==> src/rtl/csi_err_pkg.sv <==
/*
 * constants for the camera receiver error monitor: register indices,
 * field positions, reset values and bus geometry.
 * assumes the monitor sits on a 32-bit avalon-mm bus with byte addresses,
 * one aligned word per 8-bit register, byte address = 4 * index.
 */
package csi_err_pkg;

    // bus geometry
    localparam int unsigned ADDR_W = 10;
    localparam int unsigned DATA_W = 32;
    localparam int unsigned BE_W = 4;
    localparam int unsigned IDX_LSB = 2;
    localparam int unsigned LANES = 4;

    // register indices
    localparam logic [7:0] IDX_TALLY = 8'h5c;
    localparam logic [7:0] IDX_PKT_FLAGS = 8'h5d;
    localparam logic [7:0] IDX_LANE_LOW = 8'h5e;
    localparam logic [7:0] IDX_LANE_HIGH = 8'h5f;
    localparam logic [7:0] IDX_CLK_LANE = 8'h60;
    localparam logic [7:0] IDX_HDR_CHAN_TYPE = 8'h61;
    localparam logic [7:0] IDX_WC_LOW = 8'h62;
    localparam logic [7:0] IDX_WC_HIGH = 8'h63;
    localparam logic [7:0] IDX_HDR_CHECK = 8'h64;
    localparam logic [7:0] IDX_IRQ_STATUS = 8'h65;
    localparam logic [7:0] IDX_IRQ_ENABLE = 8'h66;
    localparam logic [7:0] IDX_IRQ_CLEAR = 8'h67;

    // packet_error_flags fields
    localparam int unsigned PKT_SINGLE_BIT = 0;
    localparam int unsigned PKT_DOUBLE_BIT = 1;
    localparam int unsigned PKT_SUM_BIT = 2;
    localparam int unsigned PKT_SHORT_BIT = 3;

    // per-lane nibble fields; odd lanes sit in the upper nibble
    localparam int unsigned LANE_CORR_BIT = 3;
    localparam int unsigned LANE_UNCORR_BIT = 2;
    localparam int unsigned LANE_FAULT_BIT = 1;
    localparam int unsigned UPPER_NIBBLE = 4;

    // clock lane and header check fields
    localparam int unsigned CLK_FAULT_BIT = 1;
    localparam int unsigned LINE_CHANGE_BIT = 7;
    localparam int unsigned VC_LSB = 6;

    // interrupt status / enable / clear layout
    localparam int unsigned IRQ_SINGLE = 0;
    localparam int unsigned IRQ_DOUBLE = 1;
    localparam int unsigned IRQ_SUM = 2;
    localparam int unsigned IRQ_SHORT = 3;
    localparam int unsigned IRQ_SYNC_CORR = 4;
    localparam int unsigned IRQ_SYNC_UNCORR = 5;
    localparam int unsigned IRQ_REQ_FAULT = 6;
    localparam int unsigned IRQ_LINE_CHANGE = 7;

    // reset values and limits
    localparam logic [7:0] RST_BYTE = 8'h00;
    localparam logic [7:0] TALLY_MAX = 8'hff;
    localparam logic [7:0] TALLY_STEP = 8'h01;

endpackage

==> src/rtl/csi_rx_error_monitor.sv <==
/*
 * error monitor and header capture for a four-lane camera serial receiver,
 * with an avalon-mm register slave and one level interrupt.
 * assumes all event and header inputs come from receiver logic clocked by
 * mclk_in; events are one-cycle pulses, header fields are valid with
 * hdr_valid_in.
 */
// Local design decision: register access over Avalon-MM.
// What this block does
// - 8-bit errored packet tally, read clears
// - status bit 3: short line, read clears
// - status bit 2: payload checksum fault, read clears
// - status bit 1: header double-bit fault, read clears
// - status bit 0: header single-bit fault, read clears
// - lane sync single-bit fault: bit 7/3
// - lane sync multi-bit fault: bit 6/2
// - lane request-entry control fault: bit 5/1
// - two lane registers, odd lane upper nibble
// - clock lane control fault at bit 1
// - virtual channel captured in bits 7:6
// - data type captured in bits 5:0
// - word count low byte register
// - word count high byte register, adjacent
// - header ecc in bits 5:0, bit 6 zero
// - bit 7 flags line length change
`timescale 1ns/1ps
`default_nettype none

module csi_rx_error_monitor
(
    // clock and reset
    input wire logic mclk_in,
    input wire logic rstn_in,

    // avalon-mm slave
    input wire logic [csi_err_pkg::ADDR_W-1:0] avs_address_in,
    input wire logic avs_read_in,
    input wire logic avs_write_in,
    input wire logic [csi_err_pkg::DATA_W-1:0] avs_writedata_in,
    input wire logic [csi_err_pkg::BE_W-1:0] avs_byteenable_in,
    output logic [csi_err_pkg::DATA_W-1:0] avs_readdata_out,
    output logic avs_waitrequest_out,

    // packet level events
    input wire logic errored_packet_in,
    input wire logic short_line_in,
    input wire logic payload_sum_fault_in,
    input wire logic header_double_fault_in,
    input wire logic header_single_fault_in,
    input wire logic line_change_in,

    // lane level events, one bit per data lane
    input wire logic [csi_err_pkg::LANES-1:0] sync_correctable_in,
    input wire logic [csi_err_pkg::LANES-1:0] sync_uncorrectable_in,
    input wire logic [csi_err_pkg::LANES-1:0] request_fault_in,
    input wire logic clock_lane_request_fault_in,

    // long packet header
    input wire logic hdr_valid_in,
    input wire logic [1:0] hdr_virtual_channel_in,
    input wire logic [5:0] hdr_data_type_in,
    input wire logic [15:0] hdr_word_count_in,
    input wire logic [5:0] hdr_ecc_in,

    // interrupt
    output logic irq_out
);

    typedef struct packed
    {
        // bus answer
        logic ack;
        logic [csi_err_pkg::DATA_W-1:0] rdata;

        // packet tally and flags
        logic [7:0] tally;
        logic [3:0] pkt_flags;

        // per-lane and clock lane flags
        logic [csi_err_pkg::LANES-1:0] sync_corr;
        logic [csi_err_pkg::LANES-1:0] sync_uncorr;
        logic [csi_err_pkg::LANES-1:0] req_fault;
        logic clk_fault;

        // header capture
        logic [1:0] vc;
        logic [5:0] dt;
        logic [15:0] wc;
        logic [5:0] ecc;
        logic line_change;

        // interrupt
        logic [7:0] irq_status;
        logic [7:0] irq_enable;
        logic irq;
    } state_t;

    state_t s_r;
    state_t s_nxt;

    // register index of a byte address
    function automatic logic [7:0] reg_index(input logic [csi_err_pkg::ADDR_W-1:0] addr);
        reg_index = addr[csi_err_pkg::IDX_LSB +: 8];
    endfunction

    // one lane nibble: correctable, uncorrectable, control fault, reserved zero
    function automatic logic [3:0] lane_nibble(input logic corr, input logic uncorr, input logic fault);
        logic [3:0] n;
        n = 4'h0;
        n[csi_err_pkg::LANE_CORR_BIT] = corr;
        n[csi_err_pkg::LANE_UNCORR_BIT] = uncorr;
        n[csi_err_pkg::LANE_FAULT_BIT] = fault;
        lane_nibble = n;
    endfunction

    // clear-on-read strobe for one register
    function automatic logic read_hit(input logic rd, input logic [7:0] at, input logic [7:0] target);
        read_hit = rd && (at == target);
    endfunction

    // write strobe for one register; only the low byte lane carries data
    function automatic logic write_hit(input logic wr, input logic be0, input logic [7:0] at,
                                       input logic [7:0] target);
        write_hit = wr && be0 && (at == target);
    endfunction

    logic [7:0] lane_low;
    logic [7:0] lane_high;
    logic [15:0] lane_bytes;

    genvar g;
    generate
        for (g = 0; g < csi_err_pkg::LANES; g++)
        begin : g_lane
            assign lane_bytes[g*4 +: 4] = lane_nibble(s_r.sync_corr[g], s_r.sync_uncorr[g],
                                                      s_r.req_fault[g]);
        end
    endgenerate

    // lanes 0/1 in the first byte, 2/3 in the second, odd lane on top
    assign lane_low = lane_bytes[7:0];
    assign lane_high = lane_bytes[15:8];

    logic take_rd;
    logic take_wr;
    logic [7:0] idx;
    logic [7:0] rd_byte;
    logic [7:0] base_tally;
    logic [7:0] events;
    logic [7:0] clr_mask;

    always_comb
    begin
        s_nxt = s_r;
        idx = reg_index(avs_address_in);
        take_rd = avs_read_in & ~s_r.ack;
        take_wr = avs_write_in & ~avs_read_in & ~s_r.ack;

        // one wait state: request taken at the first edge, answered at the next
        s_nxt.ack = take_rd | take_wr;

        // read data, unmapped and write-only registers read zero
        rd_byte = csi_err_pkg::RST_BYTE;
        unique case (idx)
            csi_err_pkg::IDX_TALLY:
            begin
                rd_byte = s_r.tally;
            end
            csi_err_pkg::IDX_PKT_FLAGS:
            begin
                rd_byte = {4'h0, s_r.pkt_flags};
            end
            csi_err_pkg::IDX_LANE_LOW:
            begin
                rd_byte = lane_low;
            end
            csi_err_pkg::IDX_LANE_HIGH:
            begin
                rd_byte = lane_high;
            end
            csi_err_pkg::IDX_CLK_LANE:
            begin
                rd_byte = {6'h00, s_r.clk_fault, 1'b0};
            end
            csi_err_pkg::IDX_HDR_CHAN_TYPE:
            begin
                rd_byte = {s_r.vc, s_r.dt};
            end
            csi_err_pkg::IDX_WC_LOW:
            begin
                rd_byte = s_r.wc[7:0];
            end
            csi_err_pkg::IDX_WC_HIGH:
            begin
                rd_byte = s_r.wc[15:8];
            end
            csi_err_pkg::IDX_HDR_CHECK:
            begin
                rd_byte = {s_r.line_change, 1'b0, s_r.ecc};
            end
            csi_err_pkg::IDX_IRQ_STATUS:
            begin
                rd_byte = s_r.irq_status;
            end
            csi_err_pkg::IDX_IRQ_ENABLE:
            begin
                rd_byte = s_r.irq_enable;
            end
            // write-only clear and unmapped indices read zero
            default:
            begin
                rd_byte = csi_err_pkg::RST_BYTE;
            end
        endcase
        // readdata is registered and held, so a slow master still sees it
        if (take_rd)
        begin
            s_nxt.rdata = {24'h000000, rd_byte};
        end

        // tally: read clears, a same-cycle error still counts
        // the clear acts on the old count, so an error in the read cycle is kept
        base_tally = read_hit(take_rd, idx, csi_err_pkg::IDX_TALLY) ? csi_err_pkg::RST_BYTE : s_r.tally;
        s_nxt.tally = base_tally;
        if (errored_packet_in && base_tally != csi_err_pkg::TALLY_MAX)
        begin
            s_nxt.tally = base_tally + csi_err_pkg::TALLY_STEP;
        end

        // packet flags: cleared by read, set wins over the clear
        if (read_hit(take_rd, idx, csi_err_pkg::IDX_PKT_FLAGS))
        begin
            s_nxt.pkt_flags = 4'h0;
        end
        if (short_line_in)
        begin
            s_nxt.pkt_flags[csi_err_pkg::PKT_SHORT_BIT] = 1'b1;
        end
        if (payload_sum_fault_in)
        begin
            s_nxt.pkt_flags[csi_err_pkg::PKT_SUM_BIT] = 1'b1;
        end
        if (header_double_fault_in)
        begin
            s_nxt.pkt_flags[csi_err_pkg::PKT_DOUBLE_BIT] = 1'b1;
        end
        if (header_single_fault_in)
        begin
            s_nxt.pkt_flags[csi_err_pkg::PKT_SINGLE_BIT] = 1'b1;
        end

        // lane flags are sticky; a read of the pair's register clears that pair
        if (read_hit(take_rd, idx, csi_err_pkg::IDX_LANE_LOW))
        begin
            s_nxt.sync_corr[1:0] = 2'b00;
            s_nxt.sync_uncorr[1:0] = 2'b00;
            s_nxt.req_fault[1:0] = 2'b00;
        end
        if (read_hit(take_rd, idx, csi_err_pkg::IDX_LANE_HIGH))
        begin
            s_nxt.sync_corr[3:2] = 2'b00;
            s_nxt.sync_uncorr[3:2] = 2'b00;
            s_nxt.req_fault[3:2] = 2'b00;
        end
        s_nxt.sync_corr = s_nxt.sync_corr | sync_correctable_in;
        s_nxt.sync_uncorr = s_nxt.sync_uncorr | sync_uncorrectable_in;
        s_nxt.req_fault = s_nxt.req_fault | request_fault_in;

        if (read_hit(take_rd, idx, csi_err_pkg::IDX_CLK_LANE))
        begin
            s_nxt.clk_fault = 1'b0;
        end
        if (clock_lane_request_fault_in)
        begin
            s_nxt.clk_fault = 1'b1;
        end

        // header capture, overwritten by every long packet header
        if (hdr_valid_in)
        begin
            s_nxt.vc = hdr_virtual_channel_in;
            s_nxt.dt = hdr_data_type_in;
            s_nxt.wc = hdr_word_count_in;
            s_nxt.ecc = hdr_ecc_in;
        end

        // line change is sticky so a fault between reads is not missed
        if (read_hit(take_rd, idx, csi_err_pkg::IDX_HDR_CHECK))
        begin
            s_nxt.line_change = 1'b0;
        end
        if (line_change_in)
        begin
            s_nxt.line_change = 1'b1;
        end

        // interrupt enable, low byte lane only
        if (write_hit(take_wr, avs_byteenable_in[0], idx, csi_err_pkg::IDX_IRQ_ENABLE))
        begin
            s_nxt.irq_enable = avs_writedata_in[7:0];
        end

        // interrupt status: write one to clear, a new event wins
        events = 8'h00;
        events[csi_err_pkg::IRQ_SINGLE] = header_single_fault_in;
        events[csi_err_pkg::IRQ_DOUBLE] = header_double_fault_in;
        events[csi_err_pkg::IRQ_SUM] = payload_sum_fault_in;
        events[csi_err_pkg::IRQ_SHORT] = short_line_in;
        events[csi_err_pkg::IRQ_SYNC_CORR] = |sync_correctable_in;
        events[csi_err_pkg::IRQ_SYNC_UNCORR] = |sync_uncorrectable_in;
        events[csi_err_pkg::IRQ_REQ_FAULT] = (|request_fault_in) | clock_lane_request_fault_in;
        events[csi_err_pkg::IRQ_LINE_CHANGE] = line_change_in;
        clr_mask = 8'h00;
        if (write_hit(take_wr, avs_byteenable_in[0], idx, csi_err_pkg::IDX_IRQ_CLEAR))
        begin
            clr_mask = avs_writedata_in[7:0];
        end
        s_nxt.irq_status = (s_r.irq_status & ~clr_mask) | events;
        // irq from next state: one cycle after the cause, glitch-free level
        s_nxt.irq = |(s_nxt.irq_status & s_nxt.irq_enable);
    end

    always_ff @(posedge mclk_in or negedge rstn_in)
    begin
        if (!rstn_in)
        begin
            s_r <= '0;
        end
        else
        begin
            s_r <= s_nxt;
        end
    end

    // waitrequest drops in the cycle after the request is taken
    assign avs_waitrequest_out = (avs_read_in | avs_write_in) & ~s_r.ack;
    assign avs_readdata_out = s_r.rdata;
    assign irq_out = s_r.irq;

endmodule

`default_nettype wire

==> config.mk <==
export PLATFORM = sky130hd
export DESIGN_NAME = csi_rx_error_monitor
export DESIGN_NICKNAME = d
export VERILOG_FILES = /design/src/rtl/csi_err_pkg.sv /design/src/rtl/csi_rx_error_monitor.sv
export SDC_FILE = /design/constraint.sdc
export NUM_CORES = 1
export LEC_CHECK = 0
export BUFFER_PORTS_ARGS = -buffer_cell sky130_fd_sc_hd__buf_4
export CAP_MARGIN = 30
export CORE_UTILIZATION = 50
export CTS_CLUSTER_SIZE = 28
export DETAILED_ROUTE_END_ITERATION = 8
export PLACE_DENSITY_LB_ADDON = 0.05
export SYNTH_ARGS = -nofsm -noshare
export SYNTH_HDL_FRONTEND = slang
export SYNTH_SLANG_ARGS = --single-unit
==> constraint.sdc <==
create_clock -name mclk_in -period 5.45 [get_ports mclk_in]
set_input_delay 0.545 -clock mclk_in [delete_from_list [all_inputs] [get_ports mclk_in]]
set_output_delay 0.545 -clock mclk_in [all_outputs]
set_load 0.03 [all_outputs]
==> results.sh, run 1 <==
export IMPL_antenna_found_initial=0
export IMPL_layout_commonest_cell="dfrtp_1"
export IMPL_die_y_um=94.21
export IMPL_ys_seq_area_share_pct=48.26
export IMPL_holdBufCountCts=0
export IMPL_track_usage_pct=23.41
export IMPL_dr_pass1_iters=5
export IMPL_overflow=0
export IMPL_row_count=33
export IMPL_wl_per_cell_um=17.39
export IMPL_drt_vias_per_instance=5.667
export IMPL_insertion_delay_ps=360
export IMPL_cp_slowest_cell="a211oi_1"
export IMPL_gp_congestion=0.8360
export IMPL_cts_max_level=3
export IMPL_fillers=709
export IMPL_drv_slew=0
export IMPL_design_area_um2=4981
export IMPL_hold_path_class="in2async"
export IMPL_synthCells=371
export IMPL_die_w_um=94.21
export IMPL_rsz0062_at_grt="false"
export IMPL_worst_slew_pin_slew_ps=853.8
export IMPL_cts_setup_buffers=0
export IMPL_cpLargestDelayFamily="simple AND/OR/NAND/NOR gates"
export IMPL_crit_chain="buf_4, nand3b_2, nor3_4, nand3_1, and2_1, ha_1, and3_1, a211oi_1, nand2_1, xor2_1, nor2_1"
export IMPL_yosys_warnings=0
export IMPL_max_cap_violations=0
export IMPL_io_pins=134
export IMPL_required_ps=5700
export IMPL_synth_top_area_cell="dfrtp_1"
export IMPL_core_area_um2=8217
export IMPL_ys_seq_elements=82
export IMPL_final_layout_size_suffix_gt1_share_pct=34.91
export IMPL_ys_flop_type="dfrtp_1"
export IMPL_outcome="finished clean"
export IMPL_n_antenna_cell=0
export IMPL_final_nets=541
export IMPL_tritoncts="built"
export IMPL_worst_setup_path_type="in2reg"
export IMPL_skew_ps=10.24
export IMPL_path_buf_inv=1
export IMPL_yosysUniqueCellTypes=60
export IMPL_synthArstFlopShare_pct=100.0
export IMPL_syn_avg_cell_area_um2=11.46
export IMPL_drc=0
export IMPL_via_count=3111
export IMPL_synth_area_leaders="dfrtp_1, mux2_2, buf_4"
export IMPL_place_hpwl_um=7005
export IMPL_clk_pin_slew_ps=90
export IMPL_dieArea_um2=8876
export IMPL_hold_viol=0
export IMPL_setup_viol=0
export IMPL_placed_area_um2=4775
export IMPL_setup_tns_ps=0
export IMPL_cts_sinks=82
export IMPL_cp_slowest_stage_delay_ps=380
export IMPL_grt_pass1_wl_um=15250
export IMPL_max_vdd_ir_drop_mv=0.1501
export IMPL_drtAntennaViolNets=0
export IMPL_finalCritPeriodShare_pct=50.00
export IMPL_start_kind="input port"
export IMPL_relSlewSlack_pct=42.96
export IMPL_final_cell_mix="dfrtp_1, buf_4, mux2_2"
export IMPL_port_buffers=80
export IMPL_grt_pass1_vias=2935
export IMPL_post_cts_resized=0
export IMPL_max_freq_mhz=367.0
export IMPL_synth_area_um2=4252
export IMPL_areaGrowthSynthToFinish_pct=17.16
export IMPL_crit_arrival_ps=2970
export IMPL_synth_edff_count=0
export IMPL_first_iter_violations=242
export IMPL_end_kind="flip-flop"
export IMPL_min_period_ps=2725
export IMPL_p_leak_uw=0.002154
export IMPL_grt_max_degree=66
export IMPL_critPathMaxFanout=20
export IMPL_initial_utilization_pct=51.74
export IMPL_netlist_area_leader_share_pct=48.26
export IMPL_numCtsBuffers=9
export IMPL_root_buffer="clkbuf_8"
export IMPL_clockBufferDepth=2
export IMPL_cellPowerDensity_nw_per_um2=280.4
export IMPL_wl_um=9548
-- power by group --
group / total (µW) / switching, µW / internal, µW
clock: 471 / 218 / 253
combinational: 223 / 114 / 108
sequential: 703 / 47.1 / 656
total: 1400 / 380 / 1020
-- per-stage QoR --
stage	utilization [%]	cells	total power (µW)	setup WS [ps]	hold WS [ps]
final	60.62	549	1397	2725	51.04
after global routing	60.62	549	1458	2528	57.85
after CTS	60.62	549	1400	2750	57.10
after detailed placement	58.11	534	938.1	2388	443.2
after global placement	57.77	533	930.4	2405	453.9
after floorplan	-	394	853.7	2837	249.4
-- cell usage after synthesis, types with 3 or more instances --
cell type and instances:
nand4_1 3, nand3_1 6, dfrtp_1 82, buf_4 37
buf_2 3, a31oi_1 7, mux2_2 43, a22oi_1 11
and3_1 5, mux2i_1 7, a21oi_1 8, a21o_1 16
o21ai_0 10, nand2b_1 7, nor3_1 5, nand2_1 16
nor2b_1 6, clkbuf_1 5, or4_1 3, a22o_1 7
a32oi_1 5, mux4_2 4, nor2_1 22, inv_1 7
and2_1 5
-- metal layers --
metal	part of all wire (%)	track usage (%)	vias up
met1	46	33.74	1541
met3	6.8	5.016	10
li1	-	-	1440
met5	0	0	-
met2	46	35.14	120
met4	1.1	7.179	0
-- worst paths after layout --
path / startpoint / to / slack (ps) / cells past startpoint
setup / recovery: avs_address_in[4] / s_r[72]$_DFF_PN0_ / 2730 / 11
hold / removal: rstn_in / s_r[27]$_DFFE_PN0P_ / 50 / 1
setup reg to reg: s_r[105]$_DFF_PN0_ / s_r[72]$_DFF_PN0_ / 3030 / 9
hold reg to reg: lane_bytes[13]$_DFF_PN0_ / lane_bytes[13]$_DFF_PN0_ / 480 / 1
max in group asynchronous: rstn_in / s_r[3]$_DFF_PN0_ / 4810 / 2
min in group mclk_in: request_fault_in[3] / lane_bytes[13]$_DFF_PN0_ / 370 / 2
-- worst reg2reg max path, stage by stage (launching register included) --
cell,delay (ps)
dfrtp_1,410
nor2b_1,250
nand3_1,260
and2_1,260
ha_1,220
and3_1,220
a211oi_1,380
nand2_1,120
xor2_1,150
nor2_1,50
-- kinds of logic after synthesis --
kind of cell | after synthesis | share of synthesized area, %
and+or+nand+nor | 97 | 13.71
DFF | 82 | 48.26
AOI/OAI and AO/OA | 80 | 13.51
muxes | 55 | 15.51
buffers and inverters | 53 | 8.211
xor gates and xnor gates | 2 | 0.4121
adders and majority gates | 1 | 0.2942
other | 1 | 0.08820
-- flip-flops by register name (all words and copies together) (netlist names) --
name,flops
s_r,61
lane_bytes,12
irq_out,1
avs_readdata_out,8
-- final cells by class --
| type | count | area (µm²) | area share (%) |
|---|---|---|---|
| clock buffer | 9 | 123.9 | 2.487 |
| clock inverter | 6 | 82.58 | 1.658 |
| inverter | 7 | 26.28 | 0.5275 |
| multi-input combinational | 259 | 1937 | 38.88 |
| sequential | 82 | 2052 | 41.20 |
| tap | 105 | 131.4 | 2.638 |
| timing repair buffer | 81 | 628.1 | 12.61 |
Power figures use the tool's default switching activity.
==> run 2, diff against run 1 <==
--- a/config.mk
+++ b/config.mk
@@ -5,6 +5,7 @@
 export SDC_FILE = /design/constraint.sdc
 export NUM_CORES = 1
 export LEC_CHECK = 0
+export ABC_AREA = 1
 export BUFFER_PORTS_ARGS = -buffer_cell sky130_fd_sc_hd__buf_4
 export CAP_MARGIN = 30
 export CORE_UTILIZATION = 50
==> constraint.sdc (replaced) <==
create_clock -name mclk_in -period 2.55 [get_ports mclk_in]
set_input_delay 0.255 -clock mclk_in [delete_from_list [all_inputs] [get_ports mclk_in]]
set_output_delay 0.255 -clock mclk_in [all_outputs]
set_load 0.03 [all_outputs]
==> run 2 against run 1 <==
Flip-flop and latch count unchanged. Synthesized area grew 3.1%. Combinational power grew 110%. Clock skew fell by 2.2 ps. Worst hold slack improved by 38 ps. Highest routed layer unchanged. Register-to-register slack got worse by 2500 ps. Routed wire length grew 9.8%. Largest power group unchanged.
==> results.sh, run 2 <==
export IMPL_outcome="finished clean"
export IMPL_core_area_um2=8341
export IMPL_required_ps=2840
export IMPL_wl_um=10490
export IMPL_grt_max_degree=44
export IMPL_track_usage_pct=25.07
export IMPL_insertion_delay_ps=360
export IMPL_layout_commonest_cell="nand2_1"
export IMPL_skew_ps=8.068
export IMPL_synthCells=542
export IMPL_synth_fa_ha_area_share_pct=0.2856
export IMPL_max_cap_violations=0
export IMPL_row_count=33
export IMPL_wl_per_cell_um=14.41
export IMPL_r2r_start="s_r[105]$_DFF_PN0_"
export IMPL_ys_seq_elements=82
export IMPL_syn_avg_cell_area_um2=8.084
export IMPL_cts_max_level=3
export IMPL_place_ws_ps=505.5
export IMPL_synth_area_um2=4382
export IMPL_clockBufferDepth=2
export IMPL_start_kind="flip-flop"
export IMPL_yosys_area_share_simple_pct=26.36
export IMPL_finalCritPeriodShare_pct=78.66
export IMPL_hold_start="clock_lane_request_fault_in"
export IMPL_clk_pin_slew_ps=80
export IMPL_synthTopCellsByCount="nand2_1, dfrtp_1, inv_1"
export IMPL_cts_sinks=82
export IMPL_final_nets=721
export IMPL_first_iter_violations=218
export IMPL_worst_slew_pin_slew_ps=524.6
export IMPL_fin_util_pct=61.37
export IMPL_drc=0
export IMPL_end_kind="flip-flop"
export IMPL_synthXorXnorAreaFrac_pct=0.5997
export IMPL_regMostFlops="s_r"
export IMPL_numCtsBuffers=9
export IMPL_tritoncts="built"
export IMPL_drtAntennaViolNets=0
export IMPL_die_y_um=95.62
export IMPL_crit_arrival_ps=2300
export IMPL_place_hpwl_um=7997
export IMPL_synth_edff_count=0
export IMPL_hold_viol=0
export IMPL_ys_flop_type="dfrtp_1"
export IMPL_synth_compound_area_share_pct=6.939
export IMPL_final_layout_size_suffix_gt1_share_pct=23.76
export IMPL_synthArstFlopShare_pct=100.0
export IMPL_hold_path_class="in2reg"
export IMPL_final_cell_mix="nand2_1, buf_4, dfrtp_1"
export IMPL_gp_congestion=0.8548
export IMPL_grt_pass1_vias=3368
export IMPL_dieArea_um2=9142
export IMPL_netlist_area_leader_share_pct=46.83
export IMPL_port_buffers=80
export IMPL_setup_viol=0
export IMPL_synth_area_mux_share_pct=6.168
export IMPL_synth_top_area_cell="dfrtp_1"
export IMPL_hold_end="s_r[48]$_DFFE_PN0P_"
export IMPL_r2r_end="s_r[66]$_DFF_PN0_"
export IMPL_root_buffer="clkbuf_8"
export IMPL_min_period_ps=2006
export IMPL_antenna_found_initial=0
export IMPL_post_cts_resized=0
export IMPL_fillers=769
export IMPL_n_antenna_cell=0
export IMPL_max_vdd_ir_drop_mv=0.2948
export IMPL_critPathMaxFanout=8
export IMPL_drv_slew=0
export IMPL_synth_most_common_cell="nand2_1"
export IMPL_max_freq_mhz=498.6
export IMPL_drt_vias_per_instance=5.012
export IMPL_yosys_warnings=0
export IMPL_p_leak_uw=0.002841
export IMPL_r2r_cells=12
export IMPL_synth_area_leaders="dfrtp_1, nand2_1, mux2_2"
export IMPL_overflow=0
export IMPL_io_pins=134
export IMPL_fin_ws_ps=544.2
export IMPL_holdPathStages=2
export IMPL_rsz0062_at_grt="false"
export IMPL_grt_pass1_wl_um=16690
export IMPL_synth_top_family_by_area="simple AND/OR/NAND/NOR gates"
export IMPL_rrSetupSlack_ps=540
export IMPL_initial_utilization_pct=52.54
export IMPL_worst_setup_path_type="reg2reg"
export IMPL_largest_reg_flops=61
export IMPL_ys_seq_area_share_pct=46.83
export IMPL_dr_pass1_iters=5
export IMPL_die_w_um=95.62
export IMPL_via_count=3649
export IMPL_areaGrowthSynthToFinish_pct=16.82
export IMPL_yosysUniqueCellTypes=31
export IMPL_relSlewSlack_pct=65.03
export IMPL_setup_tns_ps=0
export IMPL_cellPowerDensity_nw_per_um2=534.0
run 2: cell types whose count changed after synthesis, moves of 8 or more:
cell and change:
o21ai_0 +13, o21bai_1 +10, mux2_2 -19, nand4_1 +8, a22oi_1 -11, nor2_1 +23
a21oi_1 -8, a21o_1 -15, nand2_1 +155, nand3_1 +17, inv_1 +59
run 2: worst max path at each step:
stage	from	to	slack, ps
finish	s_r[105]$_DFF_PN0_	s_r[66]$_DFF_PN0_	540
global route	s_r[105]$_DFF_PN0_	s_r[68]$_DFF_PN0_	380
CTS	s_r[105]$_DFF_PN0_	avs_waitrequest_out	540
detailed placement	avs_address_in[2]	s_r[66]$_DFF_PN0_	510
global placement	avs_address_in[2]	s_r[67]$_DFF_PN0_	580
floorplan	s_r[105]$_DFF_PN0_	s_r[67]$_DFF_PN0_	780
run 2: routing by layer:
| layer | GRT usage [%] | part of all wire [%] | vias up |
|---|---|---|---|
| met4 | 8.955 | 1.4 | 0 |
| met3 | 5.263 | 7.5 | 9 |
| met1 | 35.63 | 46 | 1713 |
| met2 | 37.86 | 45 | 138 |
| li1 | - | - | 1789 |
| met5 | 0 | 0 | - |
run 2: cells by family (layout without fill, tap and decap cells):
group / Yosys count / in the layout
simple gates: 269 / 269
mux: 24 / 24
fa+ha+maj: 1 / 1
flops: 82 / 82
other cells: 1 / 24
compound gates: 50 / 50
xor+xnor: 3 / 3
buf+inv: 112 / 170
run 2: cell type report:
cell class | count | area [µm²] | share of cell area [%]
Sequential cell | 82 | 2052 | 40.09
Multi-Input combinational cell | 371 | 1858 | 36.30
Clock buffer | 10 | 137.6 | 2.689
Tap cell | 105 | 131.4 | 2.567
Timing Repair Buffer | 85 | 653.1 | 12.76
Clock inverter | 4 | 20.02 | 0.3911
Inverter | 71 | 266.5 | 5.207
run 2: report_power, final:
group	total [µW]	switching, µW	internal (µW)
clock network	820	457	363
registers	1460	67.0	1390
logic	458	267	191
total	2730	791	1940
run 2: stage by stage:
| step | instances | hold WS, ps | total power, µW | cell area [µm²] |
|---|---|---|---|---|
| 2_1_floorplan | 565 | -40.59 | 1779 | 4468 |
| 3_3_place_gp | 712 | 446.9 | 1922 | 4931 |
| 3_5_place_dp | 713 | 267.6 | 1941 | 4951 |
| 4_1_cts | 728 | 78.21 | 2749 | 5119 |
| 5_1_grt | 728 | 77.16 | 2879 | 5119 |
| 6_report | 728 | 88.81 | 2734 | 5119 |
run 2: worst max-delay path: stages (launching register included):
cell and delay, ps:
dfrtp_1 380, nor2_1 240, nand3_2 150, nand2_1 130, inv_1 90, ha_1 210
nand4_1 170, inv_1 70, nand2_1 80, nand2_2 120, inv_2 150, nand2_1 70
nand2_1 60
run 2: timing repair:
item	CTS	global route
hold endpoints to repair	39	0
hold buffers	1	0
setup buffers	0	0
==> run 3, diff against run 2 <==
--- a/config.mk
+++ b/config.mk
@@ -8,7 +8,7 @@
 export ABC_AREA = 1
 export BUFFER_PORTS_ARGS = -buffer_cell sky130_fd_sc_hd__buf_4
 export CAP_MARGIN = 30
-export CORE_UTILIZATION = 50
+export CORE_UTILIZATION = 47
 export CTS_CLUSTER_SIZE = 28
 export DETAILED_ROUTE_END_ITERATION = 8
 export PLACE_DENSITY_LB_ADDON = 0.05
==> constraint.sdc (replaced) <==
create_clock -name mclk_in -period 1.63 [get_ports mclk_in]
set_input_delay 0.163 -clock mclk_in [delete_from_list [all_inputs] [get_ports mclk_in]]
set_output_delay 0.163 -clock mclk_in [all_outputs]
set_load 0.03 [all_outputs]
==> run 3 against run 2 <==
Routed wire length rose by 5.6%. Combinational power rose by 95%. Setup slack got worse by 540 ps. Flip-flop and latch count did not move. Critical path type unchanged. Critical endpoint is now s_r[70]$_DFF_PN0_.
==> results.sh, run 3 (synthesized netlist as in run 2, its figures left out) <==
export IMPL_fin_util_pct=62.44
export IMPL_drv_slew=0
export IMPL_regMostFlops="s_r"
export IMPL_grt_pass1_wl_um=18570
export IMPL_root_buffer="clkbuf_8"
export IMPL_fillers=815
export IMPL_row_count=34
export IMPL_gp_congestion=0.8738
export IMPL_required_ps=1920
export IMPL_final_nets=761
export IMPL_rsz0062_at_grt="true"
export IMPL_port_buffers=80
export IMPL_via_count=3735
export IMPL_fin_ws_ps=1.823
export IMPL_p_leak_uw=0.003051
export IMPL_wl_um=11070
export IMPL_io_pins=134
export IMPL_dr_pass1_iters=5
export IMPL_grt_pass1_vias=3807
export IMPL_place_hpwl_um=8399
export IMPL_cp_slowest_stage_delay_ps=410
export IMPL_drt_vias_per_instance=4.851
export IMPL_final_cell_mix="nand2_1, buf_4, dfrtp_1"
export IMPL_insertion_delay_ps=350
export IMPL_overflow=0
export IMPL_multi_input_area_um2=1936
export IMPL_first_iter_violations=253
export IMPL_grt_max_degree=40
export IMPL_die_w_um=98.56
export IMPL_placed_area_um2=5155
export IMPL_cellPowerDensity_nw_per_um2=830.2
export IMPL_worst_setup_path_type="reg2reg"
export IMPL_min_period_ps=1628
export IMPL_cp_slowest_cell="dfrtp_1"
export IMPL_outcome="finished clean"
export IMPL_wl_per_cell_um=14.38
export IMPL_critPathMaxFanout=8
export IMPL_die_y_um=98.56
export IMPL_dieArea_um2=9713
export IMPL_clk_pin_slew_ps=80
export IMPL_end_kind="flip-flop"
export IMPL_max_cap_violations=0
export IMPL_skew_ps=10.82
export IMPL_core_area_um2=8891
export IMPL_seq_area_um2=2052
export IMPL_largest_reg_flops=61
export IMPL_setup_viol=0
export IMPL_max_vdd_ir_drop_mv=0.5036
export IMPL_final_layout_size_suffix_gt1_share_pct=30.97
export IMPL_layout_commonest_cell="nand2_1"
export IMPL_drtAntennaViolNets=0
export IMPL_track_usage_pct=24.82
export IMPL_design_area_um2=5552
export IMPL_crit_chain="nor2_4, nand3_4, nand2_2, inv_2, ha_4, nand4_1, inv_1, nand2_2, nand2_4, inv_8, nand2_2, nand2_1"
export IMPL_cts_max_level=3
export IMPL_finalCritPeriodShare_pct=99.89
export IMPL_antenna_found_initial=0
export IMPL_max_freq_mhz=614.2
export IMPL_initial_utilization_pct=49.28
export IMPL_n_antenna_cell=0
export IMPL_crit_arrival_ps=1920
export IMPL_start_kind="flip-flop"
export IMPL_clockBufferDepth=2
export IMPL_hold_path_class="in2reg"
export IMPL_place_ws_ps=-96.01
export IMPL_tritoncts="built"
export IMPL_numCtsBuffers=9
export IMPL_areaGrowthSynthToFinish_pct=26.70
export IMPL_hold_viol=0
export IMPL_drc=0
export IMPL_path_common_cell="nand2_2"
export IMPL_cts_sinks=82
==> run 3: cell count changes in the layout (fill, tap and decap cells not counted), sizes merged <==
| cell | before | now |
|---|---|---|
| inv | 71 | 70 |
| clkinv | 4 | 1 |
| buf | 84 | 123 |
| clkinvlp | 0 | 2 |
| bufinv | 0 | 1 |
| dlygate4sd3 | 1 | 2 |
==> run 3: timing repair <==
item | in CTS | in global routing
pin swaps | 0 | 14
gates resized for setup | 7 | 23
setup buffers | 2 | 11
hold endpoints to repair | 33 | 0
setup endpoints to repair | 10 | 18
hold buffers | 2 | 0
==> run 3: worst max-delay path: cells and delay by family (launching register included) <==
family	cells	cell delay [ps]
adder cells (fa/ha/maj)	1	150
buffers and inverters	3	220
flip-flops	1	410
AND/OR/NAND/NOR	8	790
==> run 3: cell type report <==
cell class | count | area share [%]
Clock buffer | 10 | 2.479
Clock inverter | 3 | 0.7663
Inverter | 71 | 5.003
Multi-Input combinational cell | 371 | 34.87
Sequential cell | 82 | 36.96
Tap cell | 108 | 2.434
Timing Repair Buffer | 125 | 17.49
==> run 3: power breakdown <==
part / switching (µW) / internal (µW)
logic: 480 / 414
clock network: 703 / 722
registers: 116 / 2170
total: 1300 / 3310
==> run 3: final timing paths <==
| path | from | cells past startpoint | end | slack, ps |
|---|---|---|---|---|
| worst max-delay path | s_r[105]$_DFF_PN0_ | 12 | s_r[70]$_DFF_PN0_ | 2 |
| worst min-delay path | hdr_word_count_in[14] | 3 | s_r[38]$_DFFE_PN0P_ | 20 |
| worst max register to register | s_r[105]$_DFF_PN0_ | 12 | s_r[70]$_DFF_PN0_ | 2 |
| worst min register to register | avs_readdata_out[5]$_DFFE_PN0N_ | 2 | avs_readdata_out[5]$_DFFE_PN0N_ | 480 |
| max in group asynchronous | rstn_in | 3 | s_r[47]$_DFFE_PN0P_ | 730 |
| min in group asynchronous | rstn_in | 2 | s_r[1]$_DFF_PN0_ | 310 |
==> run 3: layer usage <==
metal | wire length (µm) | part of all wire, % | track usage (%) | vias up
met5 | 0 | 0 | 0 | -
met4 | 356 | 3.2 | 11.94 | 0
met3 | 678 | 6.1 | 4.468 | 25
met2 | 4941 | 45 | 37.65 | 146
met1 | 5097 | 46 | 34.59 | 1693
li1 | - | - | - | 1871
==> run 3: through the flow <==
step | total power, µW | std cells | hold slack (ps) | TNS [ps]
after global routing | 4840 | 770 | 6.494 | -849.4
after floorplan | 2786 | 565 | -132.6 | 0
after detailed placement | 3101 | 742 | 151.7 | -574.0
final | 4609 | 770 | 18.77 | 0
after CTS | 4557 | 759 | 5.845 | 0
after global placement | 3076 | 742 | 146.4 | -192.0
